--- src/pic_defs.svh ---
// pic_defs.svh - constants for the prioritized interrupt controller
// assumes: included by pic_pkg.sv and pic_top.sv by bare name
`ifndef PIC_DEFS_SVH
`define PIC_DEFS_SVH

`define PIC_NUM_SRC 13
`define PIC_EA_BIT 7
// enable/priority bit positions, reg a
`define PIC_A_EXT_A 0
`define PIC_A_TMR_A 1
`define PIC_A_EXT_B 2
`define PIC_A_TMR_B 3
`define PIC_A_UART 4
`define PIC_A_BROWN 5
`define PIC_A_WDOG 6
// reg b
`define PIC_B_TWI 0
`define PIC_B_KEYPAD 1
`define PIC_B_CMP_B 2
`define PIC_B_ADC 4
`define PIC_B_CMP_A 5
`define PIC_B_BHANG 7
// vector base and spacing
`define PIC_VEC_BASE 16'h0003
`define PIC_VEC_STEP 16'h0008
// power-down wake sources, indexed by source number (vector order)
`define PIC_WAKE_MASK 13'h0FA5
`define PIC_RESET_BYTE 8'h00

`endif

--- src/pic_pkg.sv ---
// pic_pkg.sv - types for the prioritized interrupt controller
// assumes: pic_defs.svh is on the include path
`include "pic_defs.svh"
package pic_pkg;
  typedef logic [1:0] pic_level_type;
  typedef struct packed {
    logic [7:0] enable_a;
    logic [7:0] enable_b;
    logic [7:0] prio_high_a;
    logic [7:0] prio_low_a;
    logic [7:0] prio_high_b;
    logic [7:0] prio_low_b;
  } pic_cfg_type;
  typedef enum logic [2:0] {
    PIC_IDLE = 3'b001,
    PIC_ACK = 3'b010,
    PIC_HOLD = 3'b100
  } pic_state_type;
endpackage

--- src/pic_top.sv ---
// pic_top.sv - interrupt arbiter: enables, four levels, ranking, vectors, wake
// assumes: clk is the machine-cycle clock; flags come from on-chip logic on clk,
// external pins are asynchronous and are synchronised here
//
// Behaviour
// - thirteen request sources, each given one of four priority levels
// - per-source enable bit; disabled sources are never vectored
// - global enable bit clear blocks every source at once
// - level formed from high-register bit and low-register bit
// - active routine preempted only by strictly higher pending level
// - routine at highest level is never preempted
// - simultaneous requests of different level: higher level served first
// - equal level ties broken by fixed ranking, pin a first, bus-hang last
// - ranking only breaks ties, never overrides level
// - each source has fixed vector 0003h upward to 0073h
// - uart tx or rx gives one shared request, enable a bit 4
// - two-wire attention flag request, enable b bit 0, rank five
// - only pins, brownout, keypad, comparators, watchdog, adc wake core
// - edge mode: high then low sample sets pin flag, vectoring clears it
// - level mode: pin flag follows sampled low level
`timescale 1ns/1ns
`default_nettype none
`include "pic_defs.svh"

module pic_top
  import pic_pkg::*;
#(
  parameter int NUM_SRC = `PIC_NUM_SRC
)
(
  // clock and reset
  input wire logic clk,
  input wire logic rst,
  // configuration
  input wire pic_cfg_type cfg,
  input wire logic ext_pin_a_edge_mode,
  input wire logic ext_pin_b_edge_mode,
  // external pins, active low, asynchronous
  input wire logic ext_pin_a_n,
  input wire logic ext_pin_b_n,
  // peripheral flags, same clock
  input wire logic timer_a_overflow_flag,
  input wire logic timer_b_overflow_flag,
  input wire logic uart_tx_done_flag,
  input wire logic uart_rx_done_flag,
  input wire logic brownout_flag,
  input wire logic two_wire_attention_flag,
  input wire logic keypad_flag,
  input wire logic comparator_b_flag,
  input wire logic comparator_a_flag,
  input wire logic watchdog_overflow_flag,
  input wire logic adc_done_flag,
  input wire logic bus_hang_timeout,
  // core handshake
  input wire logic irq_ack,
  input wire logic irq_return,
  output logic irq_req,
  output logic [15:0] irq_vector,
  output logic [3:0] irq_source,
  output logic [1:0] active_level,
  output logic in_service,
  output logic wake_req,
  // pin flags for software view
  output logic ext_pin_a_flag,
  output logic ext_pin_b_flag
);

  localparam int NSRC = NUM_SRC;

  // the ranking, vector and bank tables below are written for thirteen sources
  if (NUM_SRC != 13) begin : g_bad_num_src
    $error("pic_top serves exactly 13 sources");
  end

  // ----------------------------------------------------------------
  // functions
  // ----------------------------------------------------------------
  // rank position (0 = first polled) of each source in vector order
  function automatic logic [3:0] rank_of(input logic [3:0] s);
    case (s)
      4'h0: rank_of = 4'h0;
      4'h1: rank_of = 4'h3;
      4'h2: rank_of = 4'h6;
      4'h3: rank_of = 4'h9;
      4'h4: rank_of = 4'hB;
      4'h5: rank_of = 4'h1;
      4'h6: rank_of = 4'h4;
      4'h7: rank_of = 4'h7;
      4'h8: rank_of = 4'hA;
      4'h9: rank_of = 4'h2;
      4'hA: rank_of = 4'h5;
      4'hB: rank_of = 4'h8;
      default: rank_of = 4'hC;
    endcase
  endfunction

  // slots 004B and 006B are unused: index 9 onward skips one, index 12 two
  function automatic logic [15:0] vector_of(input logic [3:0] s);
    logic [3:0] slot;
    slot = s + {3'h0, s >= 4'h9} + {3'h0, s >= 4'hC};
    vector_of = `PIC_VEC_BASE + 16'({12'h000, slot} << 3);
  endfunction

  // ----------------------------------------------------------------
  // external pin sampling
  // ----------------------------------------------------------------
  logic [2:0] sync_a;
  logic [2:0] sync_b;
  logic pin_a_low;
  logic pin_b_low;
  logic pin_a_prev_low;
  logic pin_b_prev_low;
  logic ack_pin_a;
  logic ack_pin_b;

  always_ff @(posedge clk) begin
    if (rst) begin
      sync_a <= 3'h7;
      sync_b <= 3'h7;
    end else begin
      sync_a <= {sync_a[1:0], ext_pin_a_n};
      sync_b <= {sync_b[1:0], ext_pin_b_n};
    end
  end

  // level accepted once stages two and three agree
  always_ff @(posedge clk) begin
    if (rst) begin
      pin_a_low <= 1'b0;
      pin_b_low <= 1'b0;
      pin_a_prev_low <= 1'b0;
      pin_b_prev_low <= 1'b0;
    end else begin
      if (sync_a[1] == sync_a[2]) pin_a_low <= ~sync_a[2];
      if (sync_b[1] == sync_b[2]) pin_b_low <= ~sync_b[2];
      pin_a_prev_low <= pin_a_low;
      pin_b_prev_low <= pin_b_low;
    end
  end

  // edge flag: new fall wins over the vectoring clear
  always_ff @(posedge clk) begin
    if (rst) begin
      ext_pin_a_flag <= 1'b0;
    end else if (!ext_pin_a_edge_mode) begin
      ext_pin_a_flag <= pin_a_low;
    end else if (pin_a_low && !pin_a_prev_low) begin
      ext_pin_a_flag <= 1'b1;
    end else if (ack_pin_a) begin
      ext_pin_a_flag <= 1'b0;
    end
  end

  always_ff @(posedge clk) begin
    if (rst) begin
      ext_pin_b_flag <= 1'b0;
    end else if (!ext_pin_b_edge_mode) begin
      ext_pin_b_flag <= pin_b_low;
    end else if (pin_b_low && !pin_b_prev_low) begin
      ext_pin_b_flag <= 1'b1;
    end else if (ack_pin_b) begin
      ext_pin_b_flag <= 1'b0;
    end
  end

  // ----------------------------------------------------------------
  // request, enable and level per source (vector order)
  // ----------------------------------------------------------------
  logic [NSRC-1:0] raw;
  logic [NSRC-1:0] en;
  logic [NSRC-1:0] pend;
  pic_level_type lvl [NSRC];

  assign raw = {bus_hang_timeout, comparator_a_flag, adc_done_flag, watchdog_overflow_flag,
                comparator_b_flag, keypad_flag, two_wire_attention_flag,
                brownout_flag, uart_tx_done_flag | uart_rx_done_flag,
                timer_b_overflow_flag, ext_pin_b_flag, timer_a_overflow_flag, ext_pin_a_flag};
  assign en = {cfg.enable_b[`PIC_B_BHANG], cfg.enable_b[`PIC_B_CMP_A], cfg.enable_b[`PIC_B_ADC],
               cfg.enable_a[`PIC_A_WDOG], cfg.enable_b[`PIC_B_CMP_B], cfg.enable_b[`PIC_B_KEYPAD],
               cfg.enable_b[`PIC_B_TWI], cfg.enable_a[`PIC_A_BROWN], cfg.enable_a[`PIC_A_UART],
               cfg.enable_a[`PIC_A_TMR_B], cfg.enable_a[`PIC_A_EXT_B], cfg.enable_a[`PIC_A_TMR_A],
               cfg.enable_a[`PIC_A_EXT_A]};

  // source i uses bit position from reg a (i<=4, brownout 5, watchdog 6) or reg b
  localparam logic [NSRC*4-1:0] BITPOS = {4'd7, 4'd5, 4'd4, 4'd6, 4'd2, 4'd1, 4'd0,
                                          4'd5, 4'd4, 4'd3, 4'd2, 4'd1, 4'd0};
  localparam logic [NSRC-1:0] IN_B = 13'b1_1101_1100_0000;

  generate
    for (genvar i = 0; i < NSRC; i++) begin : g_src
      localparam int P = int'(BITPOS[i*4 +: 4]);
      assign pend[i] = raw[i] & en[i] & cfg.enable_a[`PIC_EA_BIT];
      assign lvl[i] = IN_B[i] ? {cfg.prio_high_b[P], cfg.prio_low_b[P]}
                              : {cfg.prio_high_a[P], cfg.prio_low_a[P]};
    end
  endgenerate

  // ----------------------------------------------------------------
  // arbitration: level first, then rank
  // ----------------------------------------------------------------
  logic [3:0] win_src;
  logic [1:0] win_lvl;
  logic win_any;

  always_comb begin
    win_src = 4'h0;
    win_lvl = 2'h0;
    win_any = 1'b0;
    for (int i = 0; i < NSRC; i++) begin
      if (pend[i] && (!win_any || lvl[i] > win_lvl ||
          (lvl[i] == win_lvl && rank_of(4'(i)) < rank_of(win_src)))) begin
        win_src = 4'(i);
        win_lvl = lvl[i];
        win_any = 1'b1;
      end
    end
  end

  // ----------------------------------------------------------------
  // nesting stack of active levels, one slot per level
  // ----------------------------------------------------------------
  logic [3:0] depth;
  logic [1:0] stack [4];
  logic can_preempt;
  logic take;

  // depth counts active routines; at most one per level can nest
  assign can_preempt = (depth == 4'h0) || (win_lvl > active_level);
  assign irq_req = win_any && can_preempt;
  assign take = irq_req && irq_ack;
  assign ack_pin_a = take && win_src == 4'h0;
  assign ack_pin_b = take && win_src == 4'h2;
  assign in_service = depth != 4'h0;

  always_ff @(posedge clk) begin
    if (rst) begin
      depth <= 4'h0;
      active_level <= 2'h0;
      for (int k = 0; k < 4; k++) stack[k] <= 2'h0;
    end else if (take) begin
      stack[depth[1:0]] <= active_level;
      depth <= depth + 4'h1;
      active_level <= win_lvl;
    end else if (irq_return && depth != 4'h0) begin
      depth <= depth - 4'h1;
      active_level <= stack[depth[1:0] - 2'h1];
    end
  end

  always_ff @(posedge clk) begin
    if (rst) begin
      irq_vector <= 16'h0000;
      irq_source <= 4'h0;
    end else if (win_any) begin
      irq_vector <= vector_of(win_src);
      irq_source <= win_src;
    end
  end

  always_ff @(posedge clk) begin
    if (rst) wake_req <= 1'b0;
    else wake_req <= |(pend & 13'(`PIC_WAKE_MASK));
  end

endmodule // pic_top

`default_nettype wire

--- config.mk ---
export PLATFORM = sky130hd
export DESIGN_NAME = pic_top
export DESIGN_NICKNAME = d
export VERILOG_FILES = /design/src/pic_pkg.sv /design/src/pic_top.sv
export VERILOG_INCLUDE_DIRS = /design/src
export SDC_FILE = /design/constraint.sdc
export NUM_CORES = 1
export LEC_CHECK = 0
export BUFFER_PORTS_ARGS = -buffer_cell sky130_fd_sc_hd__buf_4
export CORE_UTILIZATION = 40
export CTS_BUF_LIST = sky130_fd_sc_hd__clkbuf_16
export DETAILED_ROUTE_END_ITERATION = 8
export GPL_TIMING_DRIVEN = 1
export PLACE_DENSITY_LB_ADDON = 0.08
export SLEW_MARGIN = 0
export SYNTH_ARGS = -nofsm -noshare
export SYNTH_HDL_FRONTEND = slang
export SYNTH_SLANG_ARGS = --single-unit
--- constraint.sdc ---
create_clock -name clk -period 38.4 [get_ports clk]
set_input_delay 7.68 -clock clk [delete_from_list [all_inputs] [get_ports clk]]
set_output_delay 7.68 -clock clk [all_outputs]
set_load 0.005 [all_outputs]
**Yosys cells after proc, flatten, opt, wreduce, memory -nomap -nowiden**

Memories as Yosys holds them, arrays and structs flattened.
Cells that the tools add are included.

- Register bits after elaboration: 39
- Word-level logic and storage cells: 237
- RAM bits: 8
- Memories: 13
- Bits in read-only memories: 768

- Mux-type cells: 56
- Reductions and logical operators: 76
- Eq/ne operators: 17
- Add/subtract/negate cells: 6
- $lt $le $gt $ge: 27
- Bitwise operators: 29

Memory list:

| name | words | bits a word | read ports | clocked after memory_dff | wr ports | RTL line | RTL |
|---|---|---|---|---|---|---|---|
| (no name shown) | 16 | 4 | 1 | 0 | 0 | pic_top.sv:80 | `case (s)` |
| (no name shown) | 16 | 4 | 1 | 0 | 0 | pic_top.sv:80 |  |
| (no name shown) | 16 | 4 | 1 | 0 | 0 | pic_top.sv:80 |  |
| (no name shown) | 16 | 4 | 1 | 0 | 0 | pic_top.sv:80 |  |
| (no name shown) | 16 | 4 | 1 | 0 | 0 | pic_top.sv:80 |  |
| (no name shown) | 16 | 4 | 1 | 0 | 0 | pic_top.sv:80 |  |
| +7 memories | - | - | - | - | - | - |  |

Operators by type and width:

| operator | count |
|---|---|
| $mux 4 | 13 |
| $mux 2 | 17 |
| $logic_and 1x1->1 | 31 |
| $and 1x1->1 | 26 |
| $gt 2x2->1 | 13 |
| $mux 1 | 26 |
| $logic_or 1x1->1 | 25 |
| $eq 2x2->1 | 12 |
| $lt 4x4->1 const A | 5 |
| $lt 3x4->1 const A | 4 |
| $logic_not 1->1 | 14 |
| $add 2x7->8 const A | 1 |
| $add 4x1->4 | 2 |
| $ge 4x4->1 const B | 2 |
| $logic_not 4->1 | 2 |
| $lt 2x4->1 const A | 2 |
| $reduce_or 8->1 | 1 |
| $ne 3x1->1 const B | 2 |
| $add 4x1->4 const B | 1 |
| $eq 4x2->1 const B | 1 |
| $lt 1x4->1 const A | 1 |
| $reduce_bool 4->1 | 1 |
| $sub 4x1->4 const B | 1 |
| $eq 1x1->1 | 2 |
| other kinds (5) | 6 |

**Longest topological paths before layout**

An unclocked memory read counts as a cell.

- Depth after elaboration: 83
- Depth in mapped cells: 107
- Depth with buffers taken out: 103

**Worst setup path before layout**

OpenSTA, ideal clock, no wires.

- Kind: input to output
- Start: in cfg[47] (netlist bit)
- End: out irq_req
- Setup slack: 6.053 ns
- Arrival: 24.667 ns
- Cell stages on the path: 89
- Data required time: 30.720 ns
- Cell sequence: buf_6 > and3_1 > nand2_1 > ha_1 > nor2b_1 > a2bb2oi_1 > o21a_1 > a22oi_1 > ha_1 > nor2b_1 > o21ai_0 > a21oi_1 > mux2_2 > ha_1 > nor2b_1 > o21ai_1 > a21o_1 > mux2_2 > [... 53 more ...] > ha_1 > nand3_1 > a31oi_1 > o41a_1 > a311o_1 > a21boi_0 > mux2_2 > inv_1 > ha_1 > and2_1 > o21ai_0 > o21ai_0 > a31oi_2 > mux2_1 > ha_1 > nor2b_1 > o21ai_0 > a21oi_1

- Word-level cells in the longest chain between the ends: 76
- Elaborated cells on any way between the ends: 159

RTL lines:

| item | RTL line | RTL |
|---|---|---|
| start: declaration | pic_top.sv:35 | `input wire pic_cfg_type cfg,` |
| $and 1x1->1 | pic_top.sv:192 | `` assign pend[i] = raw[i] & en[i] & cfg.enable_a[`PIC_EA_BIT]; `` |
| $mux 2 / $mux 1 (equally long branches) | pic_top.sv:210 | `if (pend[i] && (!win_any \|\| lvl[i] > win_lvl \|\|` |
| $gt 2x2->1, or another cell as far along | pic_top.sv:210 |  |
| $logic_or 1x1->1 / $logic_and 1x1->1 (equally long branches) | pic_top.sv:210, pic_top.sv:211 |  |
| $logic_or 1x1->1 | pic_top.sv:210 |  |
| $logic_and 1x1->1 | pic_top.sv:210 |  |
| $mux 1 | pic_top.sv:210 |  |
| $mem_v2 16x4 | - |  |
| [... 60 more ...] | - |  |
| $lt 4x4->1 | pic_top.sv:211 | `(lvl[i] == win_lvl && rank_of(4'(i)) < rank_of(win_src)))) begin` |
| $logic_and 1x1->1 | pic_top.sv:211 |  |
| $logic_or 1x1->1 | pic_top.sv:210 |  |
| $logic_and 1x1->1 | pic_top.sv:210 |  |
| $mux 2 | pic_top.sv:210 |  |
| $gt 2x2->1 | pic_top.sv:228 | `assign can_preempt = (depth == 4'h0) \|\| (win_lvl > active_level);` |
| $logic_or 1x1->1 | pic_top.sv:228 |  |
| $logic_and 1x1->1 (*) | pic_top.sv:229 | `assign irq_req = win_any && can_preempt;` |
| end: declaration | pic_top.sv:57 | `output logic irq_req,` |

Every way passes the cells marked *; elsewhere a longest branch is shown, timed or not.

**Worst setup path in the final report**

Same ends and word-level chain as after synthesis.

==> impl_metrics.env <==
export IMPL_clock_sinks=36
export IMPL_ff2ff_path_depth=97
export IMPL_synth_edff_count=8
export IMPL_power_density_nw_per_um2=41.1
export IMPL_p_switching_mw=0.0785
export IMPL_hp_start="sync_a[0]$_SDFF_PP1_"
export IMPL_power_leakage_nw=2.27
export IMPL_first_pass_iters=4
export IMPL_grt_max_degree=29
export IMPL_maxSlewHeadroom=0.353
export IMPL_cp_slowest_stage_delay_ns=0.56
export IMPL_skew_ns=0.00285
export IMPL_cts_resized=0
export IMPL_startpoint_type="input pin"
export IMPL_worstReg2RegEnd="depth[3]$_SDFFE_PP0P_"
export IMPL_finalPower_mw=0.196
export IMPL_top_usage_layer="met2"
export IMPL_dp_slack_ns=2.47
export IMPL_cts_buffers=5
export IMPL_cts_tree="done"
export IMPL_antenna_found_initial=0
export IMPL_gr_total_overflow=0
export IMPL_drtIter0Drc=148
export IMPL_core_area_um2=9730
export IMPL_vias=3817
export IMPL_ff2ff_setup_slack_ns=16.02
export IMPL_start_util=0.412
export IMPL_cts_buffer_depth=2
export IMPL_finalMaxSlewViolations=0
export IMPL_p_seq_frac=0.270
export IMPL_setup_viol=0
export IMPL_post_route_period_util=0.937
export IMPL_met1_usage=0.257
export IMPL_synth_ff_type="dfxtp_1"
export IMPL_syn_area_um2=4010
export IMPL_fin_tns_setup_ns=0
export IMPL_layout_nets=697
export IMPL_cts_root_buf="clkbuf_16"
export IMPL_cpMostUsedCell="ha_1"
export IMPL_viasPerCell=5.38
export IMPL_diodes=0
export IMPL_die_w_um=102
export IMPL_antenna_left=0
export IMPL_period_minus_slack_ns=35.97
export IMPL_final_setup_worst_slack_ns=2.43
export IMPL_insertion_delay_ns=0.28
export IMPL_r2r_start="ext_pin_a_flag$_SDFFE_PP0P_"
export IMPL_ys_types=76
export IMPL_crit_fanout=27
export IMPL_portBuffers=76
export IMPL_yosysWarnings=0
export IMPL_clk_pin_slew_worst_paths_ns=0.05
export IMPL_met3_usage=0.0212
export IMPL_post_cts_buffers=0
export IMPL_die_h_um=102
export IMPL_switching_share=0.401
export IMPL_pin_count=95
export IMPL_drc=0
export IMPL_syn_area_per_cell_um2=7.86
export IMPL_final_layout_size_suffix_gt1_frac=0.205
export IMPL_p_int_mw=0.117
export IMPL_status="finished, final reports clean"
export IMPL_worstHoldPathCells=1
export IMPL_grt_pass1_wl_mm=16.4
export IMPL_grt_use_met2=0.351
export IMPL_die_area_um2=10400
export IMPL_cts_hold_buffers=0
export IMPL_fmax_mhz=27.8
export IMPL_wl_per_cell_um=14.2
export IMPL_grt_setup_unrepaired="no"
export IMPL_gp_congestion=0.841
export IMPL_holdPathEnd="sync_a[1]$_SDFF_PP1_"
export IMPL_grt_pass1_vias=3626
export IMPL_ys_async_sr_fraction=0
export IMPL_wl_mm=10.1
export IMPL_crit_path_top_delay_cell="a31oi_2"
export IMPL_worstSetupPathType="in2out"
export IMPL_tightest_slew_ns=0.967
export IMPL_cts_htree_levels=2
export IMPL_dp_hpwl_mm=8.18
export IMPL_ir_drop_mv=0.0359
export IMPL_ys_seq_area_frac=0.200
export IMPL_synth_seq_cells=36
export IMPL_grtUsageTotal=0.197
export IMPL_critPathCaptureType="output port"
export IMPL_syn2layout_area_growth_pct=18.7
export IMPL_hold_viol_final=0
export IMPL_cap_violations=0
export IMPL_crit_required_ns=30.72
export IMPL_arrival_ns=28.29
export IMPL_std_cell_rows=36
export IMPL_p_comb_frac=0.535
export IMPL_hold_path_class="reg2reg"
export IMPL_whs_ns=0.407
export IMPL_p_clk_frac=0.195
export IMPL_syn_inst=510
layout make-up:
| type | count | area, um^2 |
|---|---|---|
| flip-flops and latches | 36 | 801 |
| well taps | 133 | 166 |
| repair buffers | 76 | 571 |
| inverters | 50 | 188 |
| fillers | 992 | 4970 |
| clock inverters | 3 | 12.5 |
| clock buffers | 5 | 125 |
| multi-input cells | 407 | 2900 |
layout by cell type, fill, tap and decap left out, types with 3 or more instances in the layout:
cell	count
buf_4	76
nand2_1	44
clkbuf_16	5
ha_1	51
o21ai_0	26
a21o_1	10
o21ai_1	5
nand4_1	6
a211oi_1	6
conb_1	10
a22o_1	3
a22oi_1	5
a31oi_1	9
o21a_1	6
nor3_1	6
xnor2_1	3
or2_2	6
mux2_2	10
inv_1	50
nor2b_1	12
a41o_1	3
and2_1	9
edfxtp_1	8
nand3_1	16
nor3b_1	3
o211ai_1	3
nand2b_1	9
and3_1	10
nor2_1	46
a2bb2oi_1	3
o31ai_1	3
dfxtp_1	28
a21oi_1	25
mux2i_1	11
how the worst max path moves through the flow:
stage	depth (start not counted)	startpoint	end
6_report	90	cfg[47]	irq_req
5_1_grt	92	cfg[47]	irq_req
4_1_cts	88	cfg[47]	irq_req
3_5_place_dp	87	cfg[47]	irq_req
3_3_place_gp	87	cfg[47]	irq_req
2_1_floorplan	89	cfg[47]	irq_req
per-layer routing:
layer	part of all wire	vias to the layer above
li1	-	1940
met1	0.50	1773
met2	0.46	95
met3	0.039	9
met4	0.0082	0
met5	0	-
power groups by stage:
stage / combinational (mW) / sequential, mW / clock, mW
4_1_cts: 0.105 / 0.0530 / 0.0388
2_1_floorplan: 0.0759 / 0.0507 / 0
6_report: 0.105 / 0.0529 / 0.0381
5_1_grt: 0.118 / 0.0537 / 0.0398
3_5_place_dp: 0.103 / 0.0537 / 0
3_3_place_gp: 0.100 / 0.0533 / 0
kinds of logic after synthesis:
family,after synthesis,synth area share
compound gates,138,0.243
other cells,1,0.000935
xor+xnor,3,0.00655
simple gates,178,0.221
mux,25,0.0733
buf+inv,76,0.0861
fa+ha+maj,53,0.169
flops,36,0.200
flip-flops by register name (all words and copies together), names as in the netlist, 2 cells and up:
signal and flops:
active_level 2, depth 4, irq_source 4, irq_vector 5, stack 8, sync_a 3
sync_b 3
critical path: cells and delay by family:
kind | cells | cell delay, ns
AO/OA/AOI/OAI | 38 | 9.16
AND/OR/NAND/NOR | 25 | 4.30
adder cells (fa/ha/maj) | 13 | 3.60
multiplexers | 8 | 2.77
buffers and inverters | 6 | 0.76
synth_stat cells, types with 5 or more instances:
library cell  number  area share
edfxtp_1           8       0.060
mux2_2            10       0.028
a211oi_1           6       0.011
nor3_1             6      0.0075
nor2_1            46       0.043
a22oi_1            5      0.0094
or2_2              6      0.0094
o21a_1             6       0.011
clkbuf_1           9      0.0084
a21oi_1           25       0.031
buf_4             11       0.021
mux2i_1           11       0.027
nand2_1           44       0.041
and3_1            10       0.016
nand2b_1           9       0.014
nor2b_1           12       0.019
inv_1             48       0.045
nand3_1           16       0.020
o21ai_0           26       0.032
nand4_1            6      0.0094
ha_1              51        0.16
dfxtp_1           28        0.14
o21ai_1            5      0.0062
a21o_1            10       0.019
and2_1             9       0.014
a31oi_1            9       0.014
metrics by stage:
stage | instances | area, um^2 | utilization
6_report | 710 | 4760 | 0.489
3_5_place_dp | 702 | 4620 | 0.475
5_1_grt | 710 | 4760 | 0.489
4_1_cts | 710 | 4760 | 0.489
3_3_place_gp | 702 | 4620 | 0.475
2_1_floorplan | 519 | 4040 | -
(Power assumes the default switching activity.)
